### config.mk
export PLATFORM = sky130hd
export DESIGN_NAME = rmfc_top
export DESIGN_NICKNAME = d
export VERILOG_FILES = /design/src/inc/rmfc_pkg.sv /design/src/inc/rmfc_filt_if.sv /design/src/hw/rmfc_filter.sv /design/src/hw/rmfc_sync.sv /design/src/hw/rmfc_top.sv
export SDC_FILE = /design/constraint.sdc
export NUM_CORES = 1
export LEC_CHECK = 0
export BUFFER_PORTS_ARGS = -buffer_cell sky130_fd_sc_hd__buf_2
export CAP_MARGIN = 40
export CORE_ASPECT_RATIO = 0.6
export CORE_UTILIZATION = 55
export DETAILED_ROUTE_END_ITERATION = 7
export PLACE_DENSITY = 0.79
export SYNTH_ARGS = -nofsm -noshare
export SYNTH_HDL_FRONTEND = slang
export SYNTH_SLANG_ARGS = --single-unit
### constraint.sdc
create_clock -name clk_sys -period 5.7 [get_ports clk_sys]
set_input_delay 0.285 -clock clk_sys [delete_from_list [all_inputs] [get_ports clk_sys]]
set_output_delay 0.285 -clock clk_sys [all_outputs]
set_load 0.01 [all_outputs]
### src/inc/rmfc_pkg.sv
package rmfc_pkg;

   // System clock rate
   localparam int unsigned CLK_MHZ = 100;

   // Fault qualifying times, as specified
   localparam int unsigned OC_TIME_US = 120;
   localparam int unsigned WOC_TIME_NS = 2000;
   localparam int unsigned UVOV_TIME_US = 1000;

   // Cycle counts; the upper bound absorbs the input sync latency
   localparam int unsigned SYNC_CYC = 3;
   localparam int unsigned OC_CYC = OC_TIME_US * CLK_MHZ;
   localparam int unsigned WOC_CYC = (WOC_TIME_NS * CLK_MHZ) / 1000 - SYNC_CYC;
   localparam int unsigned UVOV_CYC = UVOV_TIME_US * CLK_MHZ;
   localparam int unsigned CNT_W = 17;

   // Mode glitch filter length in switching periods
   localparam int unsigned FILT_PERIODS = 7;

   // Ripple window enlargement in enhanced mode, percent
   localparam int unsigned WINDOW_BOOST_PCT = 33;

   // Register byte offsets
   localparam logic [7:0] OFS_CTRL = 8'h00;
   localparam logic [7:0] OFS_STATUS = 8'h04;
   localparam logic [7:0] OFS_INT_STAT = 8'h08;
   localparam logic [7:0] OFS_INT_MASK = 8'h0C;

   // Control fields and reset values
   localparam int unsigned CTRL_DEM_INHIBIT = 0;
   localparam logic [7:0] CTRL_RST = 8'h00;
   localparam logic [6:0] MASK_RST = 7'h00;

   // Status fields
   localparam int unsigned ST_MODE_LO = 0;
   localparam int unsigned ST_FAULT = 2;
   localparam int unsigned ST_WOV = 3;
   localparam int unsigned ST_POWER_GOOD_OUT = 4;
   localparam int unsigned ST_THROTTLE = 5;
   localparam int unsigned ST_FAST_SLEW = 6;
   localparam int unsigned ST_DCM = 7;

   // Interrupt event bits
   localparam int unsigned EV_OC = 0;
   localparam int unsigned EV_WOC = 1;
   localparam int unsigned EV_UV = 2;
   localparam int unsigned EV_OV = 3;
   localparam int unsigned EV_WOV = 4;
   localparam int unsigned EV_OT = 5;
   localparam int unsigned EV_MODE = 6;
   localparam int unsigned EV_W = 7;

   // Bus responses
   localparam logic [1:0] RESP_OKAY = 2'h0;
   localparam logic [1:0] RESP_SLVERR = 2'h2;

   typedef enum logic [1:0] {MODE_CCM, MODE_DEM, MODE_ENHANCED_DIODE_EMULATION_MODE} rmfc_mode_t;
   typedef enum logic [1:0] {WOV_IDLE, WOV_DISCH, WOV_OFF} rmfc_wov_t;

   // Pin levels that cross into the clock domain
   typedef struct packed {
      logic deep_stop_n;
      logic force_diode_emulation;
      logic deeper_sleep_vr;
      logic regulator_on;
      logic supply_ok;
      logic sw_period;
      logic pwm_request;
      logic ls_current_reverse;
      logic droop_over_oc;
      logic droop_over_woc;
      logic out_under_uv;
      logic out_over_ov;
      logic out_over_wov;
      logic out_under_disch;
      logic thermistor_low;
   } rmfc_pins_t;

endpackage

### src/inc/rmfc_filt_if.sv
`timescale 1ns/1ps
// Mode input glitch filter connection
interface rmfc_filt_if #(
   parameter int unsigned W = 3
);
   logic [W-1:0] raw;
   logic tick;
   logic [W-1:0] filt;
   modport filt_side (input raw, input tick, output filt);
   modport user_side (output raw, output tick, input filt);
endinterface

### src/hw/rmfc_filter.sv
`timescale 1ns/1ps
// Level filter: a new level must persist PERIODS ticks
module rmfc_filter #(
   parameter int unsigned W = 3,
   parameter int unsigned PERIODS = rmfc_pkg::FILT_PERIODS,
   parameter logic [W-1:0] RST_VAL = '1
) (
   input wire logic clk_sys,
   input wire logic rst,
   rmfc_filt_if.filt_side f
);
   typedef struct packed {
      logic [W-1:0] filt;
      logic [W-1:0][2:0] cnt;
   } rmfc_filt_st_t;

   rmfc_filt_st_t st_q;
   rmfc_filt_st_t st_d;

   // Per-bit persistence counters, restart on any bounce
   always_comb begin
      st_d = st_q;
      for (int i = 0; i < W; i++) begin
         if (f.raw[i] == st_q.filt[i]) begin
            st_d.cnt[i] = 3'h0;
         end else if (f.tick) begin
            if (st_q.cnt[i] == 3'(PERIODS - 1)) begin
               st_d.filt[i] = f.raw[i];
               st_d.cnt[i] = 3'h0;
            end else begin
               st_d.cnt[i] = st_q.cnt[i] + 3'h1;
            end
         end
      end
   end

   // State register
   always_ff @(posedge clk_sys or posedge rst) begin
      if (rst) begin
         st_q.filt <= RST_VAL;
         st_q.cnt <= '0;
      end else begin
         st_q <= st_d;
      end
   end

   assign f.filt = st_q.filt;
endmodule

### src/hw/rmfc_sync.sv
`timescale 1ns/1ps
// Two-stage synchroniser for asynchronous levels
module rmfc_sync #(
   parameter int unsigned W = 1
) (
   input wire logic clk_sys,
   input wire logic rst,
   input wire logic [W-1:0] d,
   output logic [W-1:0] q
);
   typedef struct packed {
      logic [W-1:0] s1;
      logic [W-1:0] s2;
   } rmfc_sync_st_t;

   rmfc_sync_st_t st_q;
   rmfc_sync_st_t st_d;

   // Shift chain; only stage two reads stage one
   always_comb begin
      st_d.s1 = d;
      st_d.s2 = st_q.s1;
   end

   // State register
   always_ff @(posedge clk_sys or posedge rst) begin
      if (rst) begin
         st_q <= '0;
      end else begin
         st_q <= st_d;
      end
   end

   assign q = st_q.s2;
endmodule

### src/hw/rmfc_top.sv
// Decided for this implementation: register access over AXI4-Lite and the register offsets.
`timescale 1ns/1ps

// Contract
// - stop low, no force, sleep high: diode emulation
// - low-side on until its current reverses
// - diode emulation drops into discontinuous conduction
// - stop low, force high: enhanced mode, window +33%
// - all other input combinations: forced continuous
// - mode inputs filtered over seven switching periods
// - sleep input low fast slew, high slow
// - overcurrent beyond 120us trips, tri-states, latches
// - twice overcurrent trips within 2us
// - undervoltage beyond 1ms trips and tri-states
// - overvoltage beyond 1ms trips and tri-states
// - latch cleared by enable toggle or supply loss
// - above 1.7V discharge via low side to 0.85V
// - renewed excursion above 1.7V repeats discharge
// - way-overvoltage latch cleared by supply only
// - way-overvoltage detector always active
// - thermistor low pulls throttle output low only
module rmfc_top #(
   parameter int unsigned OC_CYCLES = rmfc_pkg::OC_CYC,
   parameter int unsigned UVOV_CYCLES = rmfc_pkg::UVOV_CYC
) (
   input wire logic clk_sys,
   input wire logic rst,
   input wire logic deep_stop_n,
   input wire logic force_diode_emulation,
   input wire logic deeper_sleep_vr,
   input wire logic regulator_on,
   input wire logic supply_ok,
   input wire logic sw_period,
   input wire logic pwm_request,
   input wire logic ls_current_reverse,
   input wire logic droop_over_oc,
   input wire logic droop_over_woc,
   input wire logic out_under_uv,
   input wire logic out_over_ov,
   input wire logic out_over_wov,
   input wire logic out_under_disch,
   input wire logic thermistor_low,
   output logic high_side_gate_o,
   output logic high_side_gate_oe,
   output logic low_side_gate_o,
   output logic low_side_gate_oe,
   output logic power_good_out,
   output logic thermal_throttle_n,
   output logic fast_slew_sel,
   output logic window_boost,
   output logic [1:0] conduction_mode,
   output logic irq,
   input wire logic [31:0] s_axi_awaddr,
   input wire logic s_axi_awvalid,
   output logic s_axi_awready,
   input wire logic [31:0] s_axi_wdata,
   input wire logic [3:0] s_axi_wstrb,
   input wire logic s_axi_wvalid,
   output logic s_axi_wready,
   output logic [1:0] s_axi_bresp,
   output logic s_axi_bvalid,
   input wire logic s_axi_bready,
   input wire logic [31:0] s_axi_araddr,
   input wire logic s_axi_arvalid,
   output logic s_axi_arready,
   output logic [31:0] s_axi_rdata,
   output logic [1:0] s_axi_rresp,
   output logic s_axi_rvalid,
   input wire logic s_axi_rready
);
   localparam int unsigned CW = rmfc_pkg::CNT_W;
   localparam int unsigned EW = rmfc_pkg::EV_W;

   typedef struct packed {
      logic sw_prev;
      logic reg_on_prev;
      rmfc_pkg::rmfc_mode_t mode;
      logic rev_seen;
      logic discontinuous_conduction_mode;
      logic [CW-1:0] oc_cnt;
      logic [CW-1:0] woc_cnt;
      logic [CW-1:0] uv_cnt;
      logic [CW-1:0] ov_cnt;
      logic flt;
      rmfc_pkg::rmfc_wov_t wov_st;
      logic wov_lat;
      logic hs;
      logic hs_oe;
      logic ls;
      logic ls_oe;
      logic pg;
      logic tt_n;
      logic fast;
      logic boost;
      logic irq;
      logic [7:0] ctrl;
      logic [EW-1:0] ist;
      logic [EW-1:0] imask;
      logic aw_held;
      logic w_held;
      logic [7:0] awaddr;
      logic [7:0] wdata;
      logic wstb;
      logic awready;
      logic wready;
      logic bvalid;
      logic [1:0] bresp;
      logic arready;
      logic rvalid;
      logic [1:0] rresp;
      logic [31:0] rdata;
   } rmfc_top_st_t;

   rmfc_top_st_t st_q;
   rmfc_top_st_t st_d;
   rmfc_pkg::rmfc_pins_t pins_raw;
   rmfc_pkg::rmfc_pins_t pins;

   rmfc_filt_if #(.W(3)) filt_if ();

   // Duration counter: runs while the condition holds, saturates
   function automatic logic [CW-1:0] run_cnt(
      input logic [CW-1:0] c,
      input logic cond,
      input logic [CW-1:0] lim
   );
      if (!cond) begin
         run_cnt = '0;
      end else if (c == lim) begin
         run_cnt = c;
      end else begin
         run_cnt = c + 17'h00001;
      end
   endfunction

   // Gather asynchronous pin levels
   always_comb begin
      pins_raw.deep_stop_n = deep_stop_n;
      pins_raw.force_diode_emulation = force_diode_emulation;
      pins_raw.deeper_sleep_vr = deeper_sleep_vr;
      pins_raw.regulator_on = regulator_on;
      pins_raw.supply_ok = supply_ok;
      pins_raw.sw_period = sw_period;
      pins_raw.pwm_request = pwm_request;
      pins_raw.ls_current_reverse = ls_current_reverse;
      pins_raw.droop_over_oc = droop_over_oc;
      pins_raw.droop_over_woc = droop_over_woc;
      pins_raw.out_under_uv = out_under_uv;
      pins_raw.out_over_ov = out_over_ov;
      pins_raw.out_over_wov = out_over_wov;
      pins_raw.out_under_disch = out_under_disch;
      pins_raw.thermistor_low = thermistor_low;
   end

   rmfc_sync #(
      .W($bits(rmfc_pkg::rmfc_pins_t))
   ) u_sync (
      .clk_sys(clk_sys),
      .rst(rst),
      .d(pins_raw),
      .q(pins)
   );

   assign filt_if.raw = {pins.deep_stop_n, pins.force_diode_emulation,
                         pins.deeper_sleep_vr};
   assign filt_if.tick = pins.sw_period & ~st_q.sw_prev;

   rmfc_filter #(
      .W(3),
      .PERIODS(rmfc_pkg::FILT_PERIODS),
      .RST_VAL(3'h4)
   ) u_filter (
      .clk_sys(clk_sys),
      .rst(rst),
      .f(filt_if)
   );

   // Next-state logic
   always_comb begin
      logic stop_n;
      logic fde;
      logic sleep;
      logic tick;
      logic toggle;
      logic clr_flt;
      logic diode;
      logic trip;
      logic halt;
      logic [EW-1:0] ev;
      stop_n = filt_if.filt[2];
      fde = filt_if.filt[1];
      sleep = filt_if.filt[0];
      tick = filt_if.tick;
      toggle = pins.regulator_on ^ st_q.reg_on_prev;
      clr_flt = 1'h0;
      diode = 1'h0;
      trip = 1'h0;
      halt = 1'h0;
      ev = '0;
      st_d = st_q;
      st_d.sw_prev = pins.sw_period;
      st_d.reg_on_prev = pins.regulator_on;

      st_d.mode = rmfc_pkg::MODE_CCM;
      if (!st_q.ctrl[rmfc_pkg::CTRL_DEM_INHIBIT] && !stop_n) begin
         if (fde) begin
            st_d.mode = rmfc_pkg::MODE_ENHANCED_DIODE_EMULATION_MODE;
         end else if (sleep) begin
            st_d.mode = rmfc_pkg::MODE_DEM;
         end
      end
      ev[rmfc_pkg::EV_MODE] = (st_d.mode != st_q.mode);
      diode = (st_q.mode != rmfc_pkg::MODE_CCM);
      st_d.boost = (st_d.mode == rmfc_pkg::MODE_ENHANCED_DIODE_EMULATION_MODE);

      // discontinuous when current reverses in a period
      st_d.rev_seen = st_q.rev_seen | pins.ls_current_reverse;
      if (tick) begin
         st_d.discontinuous_conduction_mode = diode & (st_q.rev_seen | pins.ls_current_reverse);
         st_d.rev_seen = 1'h0;
      end

      st_d.fast = ~pins.deeper_sleep_vr;

      st_d.oc_cnt = run_cnt(st_q.oc_cnt, pins.droop_over_oc,
                            CW'(OC_CYCLES));
      st_d.woc_cnt = run_cnt(st_q.woc_cnt, pins.droop_over_woc,
                             CW'(rmfc_pkg::WOC_CYC));
      st_d.uv_cnt = run_cnt(st_q.uv_cnt, pins.out_under_uv,
                            CW'(UVOV_CYCLES));
      st_d.ov_cnt = run_cnt(st_q.ov_cnt, pins.out_over_ov,
                            CW'(UVOV_CYCLES));
      ev[rmfc_pkg::EV_OC] = (st_d.oc_cnt == CW'(OC_CYCLES)) &&
                            (st_q.oc_cnt != CW'(OC_CYCLES));
      ev[rmfc_pkg::EV_WOC] = (st_d.woc_cnt == CW'(rmfc_pkg::WOC_CYC)) &&
                             (st_q.woc_cnt != CW'(rmfc_pkg::WOC_CYC));
      ev[rmfc_pkg::EV_UV] = (st_d.uv_cnt == CW'(UVOV_CYCLES)) &&
                            (st_q.uv_cnt != CW'(UVOV_CYCLES));
      ev[rmfc_pkg::EV_OV] = (st_d.ov_cnt == CW'(UVOV_CYCLES)) &&
                            (st_q.ov_cnt != CW'(UVOV_CYCLES));
      trip = (st_d.oc_cnt == CW'(OC_CYCLES)) ||
             (st_d.woc_cnt == CW'(rmfc_pkg::WOC_CYC)) ||
             (st_d.uv_cnt == CW'(UVOV_CYCLES)) ||
             (st_d.ov_cnt == CW'(UVOV_CYCLES));

      // latch clear by toggle or supply loss, set wins
      clr_flt = toggle | ~pins.supply_ok;
      st_d.flt = trip | (st_q.flt & ~clr_flt);

      case (st_q.wov_st)
         rmfc_pkg::WOV_IDLE: begin
            if (pins.out_over_wov) begin
               st_d.wov_st = rmfc_pkg::WOV_DISCH;
               ev[rmfc_pkg::EV_WOV] = 1'h1;
            end
         end
         rmfc_pkg::WOV_DISCH: begin
            if (pins.out_under_disch && !pins.out_over_wov) begin
               st_d.wov_st = rmfc_pkg::WOV_OFF;
            end
         end
         rmfc_pkg::WOV_OFF: begin
            if (pins.out_over_wov) begin
               st_d.wov_st = rmfc_pkg::WOV_DISCH;
               ev[rmfc_pkg::EV_WOV] = 1'h1;
            end
         end
         default: begin
            st_d.wov_st = rmfc_pkg::WOV_IDLE;
         end
      endcase
      st_d.wov_lat = st_q.wov_lat | (st_d.wov_st != rmfc_pkg::WOV_IDLE);
      // supply recycle is the only way out
      if (!pins.supply_ok && !pins.out_over_wov) begin
         st_d.wov_st = rmfc_pkg::WOV_IDLE;
         st_d.wov_lat = 1'h0;
      end

      // Gate drive; tri-state on any latched fault, except low side on during way-overvoltage discharge
      halt = ~pins.regulator_on | ~pins.supply_ok | st_d.flt |
             st_d.wov_lat;
      if (st_d.wov_st == rmfc_pkg::WOV_DISCH) begin
         // low side on, high side off
         st_d.hs = 1'h0;
         st_d.hs_oe = 1'h1;
         st_d.ls = 1'h1;
         st_d.ls_oe = 1'h1;
      end else if (halt) begin
         st_d.hs = 1'h0;
         st_d.hs_oe = 1'h0;
         st_d.ls = 1'h0;
         st_d.ls_oe = 1'h0;
      end else begin
         st_d.hs = pins.pwm_request;
         st_d.hs_oe = 1'h1;
         // low side off once its current reverses, in diode emulation modes only
         st_d.ls = ~pins.pwm_request & ~(diode & pins.ls_current_reverse);
         st_d.ls_oe = 1'h1;
      end
      // power good held low by either latch
      st_d.pg = ~halt;

      st_d.tt_n = ~pins.thermistor_low;
      ev[rmfc_pkg::EV_OT] = pins.thermistor_low & st_q.tt_n;

      // Write address and data taken in either order
      if (s_axi_awvalid && st_q.awready) begin
         st_d.aw_held = 1'h1;
         st_d.awaddr = s_axi_awaddr[7:0];
      end
      if (s_axi_wvalid && st_q.wready) begin
         st_d.w_held = 1'h1;
         st_d.wdata = s_axi_wdata[7:0];
         st_d.wstb = s_axi_wstrb[0];
      end
      if (st_q.bvalid && s_axi_bready) begin
         st_d.bvalid = 1'h0;
      end

      // Register write once both halves are held
      if (st_q.aw_held && st_q.w_held && !st_q.bvalid) begin
         st_d.aw_held = 1'h0;
         st_d.w_held = 1'h0;
         st_d.bvalid = 1'h1;
         st_d.bresp = rmfc_pkg::RESP_OKAY;
         case (st_q.awaddr)
            rmfc_pkg::OFS_CTRL: begin
               if (st_q.wstb) begin
                  st_d.ctrl = st_q.wdata & 8'h01;
               end
            end
            rmfc_pkg::OFS_STATUS: begin
            end
            rmfc_pkg::OFS_INT_STAT: begin
               if (st_q.wstb) begin
                  st_d.ist = st_q.ist & ~st_q.wdata[EW-1:0];
               end
            end
            rmfc_pkg::OFS_INT_MASK: begin
               if (st_q.wstb) begin
                  st_d.imask = st_q.wdata[EW-1:0];
               end
            end
            default: begin
               st_d.bresp = rmfc_pkg::RESP_SLVERR;
            end
         endcase
      end
      // Events set after the clear so that a set wins
      st_d.ist = st_d.ist | ev;
      st_d.irq = |(st_d.ist & st_d.imask);
      st_d.awready = ~st_d.aw_held;
      st_d.wready = ~st_d.w_held;

      // Read channel
      if (st_q.rvalid && s_axi_rready) begin
         st_d.rvalid = 1'h0;
      end
      if (s_axi_arvalid && st_q.arready) begin
         st_d.rvalid = 1'h1;
         st_d.rresp = rmfc_pkg::RESP_OKAY;
         st_d.rdata = 32'h00000000;
         case (s_axi_araddr[7:0])
            rmfc_pkg::OFS_CTRL: begin
               st_d.rdata[7:0] = st_q.ctrl;
            end
            rmfc_pkg::OFS_STATUS: begin
               st_d.rdata[rmfc_pkg::ST_MODE_LO +: 2] = st_q.mode;
               st_d.rdata[rmfc_pkg::ST_FAULT] = st_q.flt;
               st_d.rdata[rmfc_pkg::ST_WOV] = st_q.wov_lat;
               st_d.rdata[rmfc_pkg::ST_POWER_GOOD_OUT] = st_q.pg;
               st_d.rdata[rmfc_pkg::ST_THROTTLE] = ~st_q.tt_n;
               st_d.rdata[rmfc_pkg::ST_FAST_SLEW] = st_q.fast;
               st_d.rdata[rmfc_pkg::ST_DCM] = st_q.discontinuous_conduction_mode;
            end
            rmfc_pkg::OFS_INT_STAT: begin
               st_d.rdata[EW-1:0] = st_q.ist;
            end
            rmfc_pkg::OFS_INT_MASK: begin
               st_d.rdata[EW-1:0] = st_q.imask;
            end
            default: begin
               st_d.rresp = rmfc_pkg::RESP_SLVERR;
            end
         endcase
      end
      st_d.arready = ~st_d.rvalid;
   end

   // State register
   always_ff @(posedge clk_sys or posedge rst) begin
      if (rst) begin
         st_q <= '0;
         st_q.mode <= rmfc_pkg::MODE_CCM;
         st_q.wov_st <= rmfc_pkg::WOV_IDLE;
         st_q.tt_n <= 1'h1;
         st_q.ctrl <= rmfc_pkg::CTRL_RST;
         st_q.imask <= rmfc_pkg::MASK_RST;
      end else begin
         st_q <= st_d;
      end
   end

   // Outputs straight from the state register
   assign high_side_gate_o = st_q.hs;
   assign high_side_gate_oe = st_q.hs_oe;
   assign low_side_gate_o = st_q.ls;
   assign low_side_gate_oe = st_q.ls_oe;
   assign power_good_out = st_q.pg;
   assign thermal_throttle_n = st_q.tt_n;
   assign fast_slew_sel = st_q.fast;
   assign window_boost = st_q.boost;
   assign conduction_mode = st_q.mode;
   assign irq = st_q.irq;
   assign s_axi_awready = st_q.awready;
   assign s_axi_wready = st_q.wready;
   assign s_axi_bvalid = st_q.bvalid;
   assign s_axi_bresp = st_q.bresp;
   assign s_axi_arready = st_q.arready;
   assign s_axi_rvalid = st_q.rvalid;
   assign s_axi_rresp = st_q.rresp;
   assign s_axi_rdata = st_q.rdata;
endmodule

## Yosys cells after proc, flatten, opt, wreduce, memory -nomap -nowiden

Cells that the tools add are included.

- Add/subtract/negate cells: 7
- Multipliers: 0
- Div/mod/pow operators: 0
- Order comparisons: 0
- Equal/unequal tests: 29
- Shift-type cells: 0
- Muxes and demuxes: 44
- Bitwise operators: 34
- Reduce and logical (&&, ||, !) cells: 39

Operator list:

| operator | count |
|---|---|
| $mux 17 | 8 |
| $add 17x1->17 const B | 4 |
| $eq 17x17->1 const B | 4 |
| $mux 35 | 1 |
| $eq 17x14->1 const B | 2 |
| $eq 17x8->1 const B | 2 |
| $ne 17x17->1 const B | 2 |
| $mux 3 | 11 |
| $eq 8x4->1 const B | 4 |
| $mux 7 | 4 |
| $pmux 7 s4 | 1 |
| $ne 17x14->1 const B | 1 |
| $ne 17x8->1 const B | 1 |
| $eq 8x3->1 const B | 2 |
| $logic_not 8->1 | 2 |
| $mux 16 | 1 |
| $not 1->1 | 16 |
| $and 7x7->7 | 2 |
| $logic_and 1x1->1 | 14 |
| $mux 2 | 7 |
| $reduce_and 3->1 | 4 |
| $reduce_bool 2->1 | 6 |
| $add 3x1->3 const B | 3 |
| $eq 3x3->1 const B | 3 |
| other kinds (18) | 48 |

- Register bits after elaboration: 179
- Latch bits: 0
- RAM bits: 0
- Memory bits (read-only): 0
- Input bits: 122
- Memories kept: 0

## Longest topological paths before layout

Gate-level depths: netlist (run 1).

- Word-level depth: 12
- Mapped depth: 10

## By module

From an unflattened synthesis (run 1), not the netlist that was laid out.

- Cells, all modules: 896
- Area total of the unflattened synthesis: 9080.0 um^2

By module, submodules not included:

| module | instances | cells an instance | area each (um^2) | seq. area each (um^2) |
|---|---|---|---|---|
| rmfc_top | 1 | 802 | 7722.4 | 3354.5 |
| rmfc_sync | 1 | 31 | 754.5 | 750.7 |
| rmfc_filter | 1 | 63 | 603.1 | 301.5 |

## Worst setup path after synthesis (run 1)

OpenSTA, ideal clock, no wires.

- Path kind: flip-flop to flip-flop
- Start point: register st_q[51] (netlist name)
- End point: register st_q (netlist bit irq)
- Setup time: 0.130 ns
- Arrival: 2.589 ns
- Data required time: 5.570 ns
- Setup slack: 2.981 ns
- Cell stages (with the launch flop): 10
- Buffers on the path: 1
- Period minus slack after synthesis: 2.719 ns
- Cells stage by stage: dfrtp_1 > or4_1 > nor2_1 > and4_1 > clkbuf_1 > mux2_2 > nor2b_1 > a2111o_1 > a41oi_1 > nand3_1

RTL lines:

| element | line | RTL |
|---|---|---|
| start, declared | rmfc_top.sv:114 | `rmfc_top_st_t st_q;` |
| start signal, assigned | rmfc_top.sv:400 | `st_q <= st_d;` |

==> results of run 1 <==
[registers in the layout (all words and copies together) (netlist names), 2 cells and up]
name,flops
conduction_mode,2
u_filter.f.filt,3
u_filter.st_q,9
u_sync.q,15
s_axi_rdata,8
st_q,109
u_sync.st_d,15
[synthesized netlist by cell type, drive strengths merged (10+ instances only)]
| master | number | share of area (%) |
|---|---|---|
| a21oi | 17 | 0.96 |
| and2 | 47 | 3.3 |
| and3 | 10 | 0.71 |
| buf | 47 | 3.8 |
| clkbuf | 26 | 1.1 |
| dfrtp | 174 | 49 |
| inv | 35 | 1.5 |
| mux2 | 32 | 4.1 |
| mux2i | 11 | 1.2 |
| nand2 | 82 | 3.5 |
| nand2b | 11 | 0.78 |
| nand3 | 36 | 2.1 |
| nand4 | 24 | 1.9 |
| nor2 | 42 | 1.8 |
| nor2b | 19 | 1.3 |
| nor3 | 15 | 1.0 |
| nor4 | 14 | 1.3 |
| nor4b | 10 | 1.1 |
| o21ai | 39 | 2.2 |
| xnor2 | 33 | 3.3 |
| xor2 | 25 | 2.5 |
[worst paths after layout]
| path | to | slack [ps] |
|---|---|---|
| min | s_axi_bvalid$_DFFE_PP0P_ | 20 |
| max reg2reg | low_side_gate_o$_DFF_PP0_ | 2520 |
| min in group asynchronous | st_q[146]$_DFF_PP0_ | 420 |
| max in group asynchronous | st_q[119]$_DFF_PP0_ | 4310 |
| max | low_side_gate_o$_DFF_PP0_ | 2520 |
| min reg2reg | u_sync.q[11]$_DFF_PP0_ | 350 |
[worst max-delay path: stages (launching register included)]
cell	delay, ps
dfrtp_1	460
ha_1	310
nand4_1	240
nor2_1	190
xnor2_1	150
o311ai_0	260
or4b_1	570
or4_1	580
nand3_2	170
o41ai_1	100
[layout by cell type, fill, tap and decap left out, drive strengths merged, types with 3 or more instances in the layout]
cell and n:
dfrtp 174, nand2 82, buf 76, and2 47
nor2 42, inv 42, o21ai 39, nand3 36
xnor2 33, mux2 32, conb 26, xor2 25
nand4 24, nor2b 19, clkbuf 19, a21oi 17
dlygate4sd3 16, nor3 15, nor4 14, nand2b 11
mux2i 11, and3 10, nor4b 10, or3 8
a211oi 8, ha 8, nand3b 7, nor3b 7
and4 6, or4 6, a31oi 6, nand4b 6
a22oi 6, a21boi 6, clkinv 6, nor4bb 5
or2 5, o21a 3
[cell type report]
cell class	count	area [um2]	area share [%]
diodes	1	2.50	0.0251
clock buffers	19	453	4.54
clock inverters	13	139	1.39
inverters	35	136	1.37
multi-input cells	608	3980	40.0
flip-flops and latches	176	4410	44.2
well taps	203	254	2.55
repair buffers	92	593	5.95
[stage by stage]
stage / power (mW) / cell area, um2 / hold WS, ps / utilization [%] / setup WS (ps)
final: 2.92 / 9970 / 23.7 / 64.1 / 2520
after global routing: 3.04 / 9970 / 38.6 / 64.1 / 2340
after CTS: 2.94 / 9970 / 18.9 / 64.1 / 2550
after detailed placement: 1.77 / 9210 / 336 / 59.3 / 2590
after global placement: 1.75 / 9140 / 332 / 58.8 / 2600
after floorplan: 1.68 / 8950 / 316 / - / 645
[cell families (layout without fill, tap and decap cells)]
kind of cell / Yosys count / in the layout
flip-flops: 176 / 176
XOR/XNOR: 58 / 58
other: 1 / 27
AND/OR/NAND/NOR: 367 / 367
multiplexers: 44 / 44
buffers and inverters: 108 / 159
adder cells (fa/ha/maj): 8 / 8
AO/OA/AOI/OAI: 105 / 105
[per-layer routing]
layer / global-route usage [%] / vias up / part of all wire (%)
li1: - / 3100 / -
met1: 38.0 / 3161 / 50
met2: 33.6 / 228 / 42
met3: 5.24 / 21 / 7.0
met4: 6.69 / 0 / 1.1
met5: 0 / - / 0
[power breakdown]
group	internal [mW]	switching, mW	total [mW]
Sequential	1.36	0.0911	1.45
Clock	0.608	0.552	1.16
Combinational	0.150	0.159	0.309
==> reports/results.ini, run 1 <==
[outcome]
status = finished, violations left
failed_checks = design-rule violations

[drt]
vias = 6510
drt-total-wl_um = 19100
drt_iter0_drc = 690
drtPass1Iterations = 8
postRouteAntennaNets = 0
drcViolationCount = 14
avgViaCountPerCell = 5.68
wire_per_inst_um = 16.6

[synthesis]
avgSynthCellArea_um2 = 10.2
synth_xor_area_share_pct = 5.73
synthAdderAreaFrac_pct = 1.13
synthSimpleGateAreaFrac_pct = 23.9
synth_edf_count = 0
ys.warnings.count = 0
synth_compound_area_share_pct = 7.50
async_flop_share_pct = 100
ys_seq_area_share_pct = 49.7
ys_types = 71
ys_ff_latch = 176
synth_top_family_by_area = simple AND/OR/NAND/NOR gates
yosys-mux-area-fraction_pct = 5.56
dominantRegCellSynth = dfrtp_1
syn_area_um2 = 8860
syn_inst = 867

[clock_tree]
cts.repair.resized = 0
numClockSinks = 176
clockRootBuffer = clkbuf_16
clockBufferDepth = 2
htree_levels = 4
cts_tree = done
cts.clk_slew.worst_paths_ps = 70
post-cts-setup-buffer-count = 0
numCtsBuffers = 17
hold_buffers = 16
insertion_delay_ps = 430

[timing]
finalSetupViolCount = 0
worst_pin_slew_ps = 728
fmax_mhz = 314
fin_worst_skew_ps = 12.8
hold_viol = 0
fin_crit_ps = 3180
rsz0062_at_grt = false
slew_headroom_pct = 50.8
fin_crit_sh_pct = 55.9
drv_slew = 0
fin_tns_setup_ps = 0

[finish]
fin_nets = 1060
drive_gt1_share_pct = 16.4
area_growth_pct = 12.5
fillers = 1199
fin_cells = 1147

[placement]
port_buffers = 71
place_inst = 1098
dp_hpwl_um = 13500
place.gp.congestion = 0.954

[global_route]
antenna_found_initial = 1
grt.overflow.total = 0
grt_pass1_wl_um = 31600
grt_pass1_vias = 6010
grt.total_usage_pct = 24.3
grt_max_degree = 63

[hold_path]
hp-class = input pin to flip-flop
holdPathStages = 2
min_from = s_axi_bready

[worst_setup_path]
r2r_cells = 9
startpoint = st_q[129]$_DFF_PP0_
endpoint_kind = flip-flop
rr_startpoint = st_q[129]$_DFF_PP0_
required_ps = 5980
crit_arrival_ps = 3470
crit_type = flip-flop to flip-flop
crit_path_start_kind = flip-flop
path_max_fanout = 7

[power]
vdd_drop_max_v = 0.000198
power.density_nw_per_um2 = 293
p_leak_nw = 4.50

[die]
rows = 35
core_area_um2 = 15500
die_w_um = 166
io_pins = 174
start_util_pct = 57.0
die_area_um2 = 16600
chipHeight_um = 100

[flow_run]
maxCapViolations = 0

No activity file was read; power rests on OpenSTA's default activity.
==> run 2: changes to the inputs <==
==> constraint.sdc (replaced) <==
create_clock -name clk_sys -period 3 [get_ports clk_sys]
set_input_delay 0.15 -clock clk_sys [delete_from_list [all_inputs] [get_ports clk_sys]]
set_output_delay 0.15 -clock clk_sys [all_outputs]
set_load 0.01 [all_outputs]
==> run 2 against run 1 <==
Compared with the run above: the run still ends with design-rule violations left; via count is 3.0% higher; critical path depth is 1 lower; setup slack worse by 2400 ps; combinational power is 110% higher; utilization is 2.9 points higher; critical path type unchanged.
==> reports/results.ini, run 2 (synthesis gave the netlist of run 1 again) <==
[outcome]
status = finished, violations left
failed_checks = design-rule violations

[die]
die_w_um = 166  ; unchanged
die_area_um2 = 16600  ; unchanged
core_area_um2 = 15500  ; unchanged
io_pins = 174  ; unchanged
rows = 35  ; unchanged
start_util_pct = 57.0  ; unchanged
chipHeight_um = 100  ; unchanged

[global_route]
grt_pass1_wl_um = 32300  ; +2.3%
grt.overflow.total = 0  ; unchanged
grt.total_usage_pct = 24.5  ; +0.22 points
grt_max_degree = 94  ; +49%
grtUsageMet1_pct = 38.0  ; about the same
grt_most_used_layer = met1
antenna_found_initial = 0  ; -1
grt_pass1_vias = 6259  ; +4.1%
use_met2_pct = 34.6  ; +0.98 points
global_route.usage.met3_pct = 5.80  ; +0.55 points

[drt]
drcViolationCount = 7  ; -7
drt_iter0_drc = 691  ; +0.14%
wire_per_inst_um = 16.3  ; -1.9%
drtPass1Iterations = 8  ; unchanged
avgViaCountPerCell = 5.60  ; -1.3%
postRouteAntennaNets = 0  ; unchanged
drt-total-wl_um = 19500  ; +2.4%
vias = 6705  ; +3.0%

[clock_tree]
clockRootBuffer = clkbuf_16
numCtsBuffers = 17  ; unchanged
clockBufferDepth = 2  ; unchanged
htree_levels = 4  ; unchanged
cts_tree = done
cts.clk_slew.worst_paths_ps = 70  ; about the same
numClockSinks = 176  ; unchanged
post-cts-setup-buffer-count = 0  ; unchanged
insertion_delay_ps = 430  ; about the same

[placement]
dp_hpwl_um = 13700  ; +1.7%
place_inst = 1131  ; +3.0%
place.gp.congestion = 0.906  ; -5.0%
port_buffers = 71  ; unchanged

[worst_setup_path]
crit_path_start_kind = flip-flop
crit_arrival_ps = 3170  ; -300 ps
path_max_fanout = 8  ; +1
endpoint_kind = flip-flop
crit_type = flip-flop to flip-flop
required_ps = 3280  ; -2700 ps

[timing]
drv_slew = 0  ; unchanged
fin_worst_skew_ps = 13.7  ; +0.885 ps
rsz0062_at_grt = true
slew_headroom_pct = 56.9  ; +6.1 points
worst_pin_slew_ps = 646  ; -81.9 ps
finalSetupViolCount = 0  ; unchanged
hold_slack_ps = 42.7  ; +19.0 ps
fin_tns_setup_ps = 0  ; unchanged
hold_viol = 0  ; unchanged
fmax_mhz = 346  ; +10%
fin_crit_sh_pct = 96.3  ; +40 points
fin_crit_ps = 2890  ; -295 ps

[finish]
final_util_pct = 67.0  ; +2.9 points
top_register = st_q
fin_cells = 1197  ; +4.4%
drive_gt1_share_pct = 19.6  ; +3.2 points
area_growth_pct = 17.6
fin_nets = 1111  ; +4.8%
largest_reg_flops = 109  ; unchanged
final_common_cell = dfrtp_1
final_cell_mix = dfrtp_1 (172), nand2_1 (82), buf_2 (71), and2_1 (47), nor2_1 (41)
n_antenna_cell = 0  ; -1

[power]
power.density_nw_per_um2 = 551  ; +88%
vdd_drop_max_v = 0.000435  ; +120%
p_leak_nw = 4.74  ; +5.2%

[flow_run]
maxCapViolations = 0  ; unchanged

[hold_path]
hp-class = input pin to flip-flop

[run 2: changes by cell type in the layout (fill, tap and decap cells not counted), sizes merged, moves of 2 or more]
cell,before,now
buf,76,109
dlygate4sd3,16,34
clkinv,6,2
bufinv,0,2
clkinvlp,0,2
[run 2: critical path, stage by stage (launching register included)]
cell and delay, ps:
dfrtp_2 480, nand4_4 160, nor3_2 360, nand4_1 160, a32o_1 240, or4b_1 520, or4_1 580, nand3_2 160
o41ai_1 90
[run 2: final cells by class]
cell class              count  area, um2
clock inverters            14        184
fillers                  1146       5130
clock buffers              18        439
multi-input cells         608       4000
well taps                 203        254
flip-flops and latches    176       4410
repair buffers            143        993
inverters                  35        135
[run 2: metal layers]
layer	part of all wire, %	routed length [um]	vias to the layer above
met5	0	0	-
met4	0.77	150	0
li1	-	-	3194
met3	7.6	1480	19
met2	41	8110	262
met1	50	9810	3230
[run 2: where the power goes]
part | switching, mW | internal (mW) | leakage [nW]
clock | 1.04 | 1.30 | 0.304
combinational | 0.329 | 0.313 | 2.16
sequential | 0.172 | 2.59 | 2.28
total | 1.55 | 4.20 | 4.74
[run 2: repair_timing]
action,CTS,global route
resized for setup,0,8
endpoints found under the hold margin,54,0
setup endpoints to repair,0,6
hold buffers,34,0
[run 2: final timing paths]
path | cells after the start | to | startpoint | slack, ps
worst max register to register | 8 | low_side_gate_o$_DFF_PP0_ | st_q[132]$_DFF_PP0_ | 110
worst min-delay path | 4 | s_axi_rdata[7]$_DFFE_PP0P_ | s_axi_araddr[0] | 40
max in group asynchronous | 5 | st_q[132]$_DFF_PP0_ | rst | 1640
worst max-delay path | 8 | low_side_gate_o$_DFF_PP0_ | st_q[132]$_DFF_PP0_ | 110
min in group asynchronous | 3 | st_q[56]$_DFFE_PP0P_ | rst | 310
worst min register to register | 0 | u_sync.q[7]$_DFF_PP0_ | u_sync.st_d[7]$_DFF_PP0_ | 350
[run 2: metrics by stage]
| step | power [mW] | area, um2 | setup WS, ps |
|---|---|---|---|
| after floorplan | 3.20 | 8960 | 281 |
| after global placement | 3.36 | 9430 | 115 |
| after detailed placement | 3.39 | 9430 | 73.5 |
| after CTS | 5.76 | 10400 | 40.9 |
| after global routing | 5.97 | 10400 | -3.47 |
| final | 5.74 | 10400 | 110 |
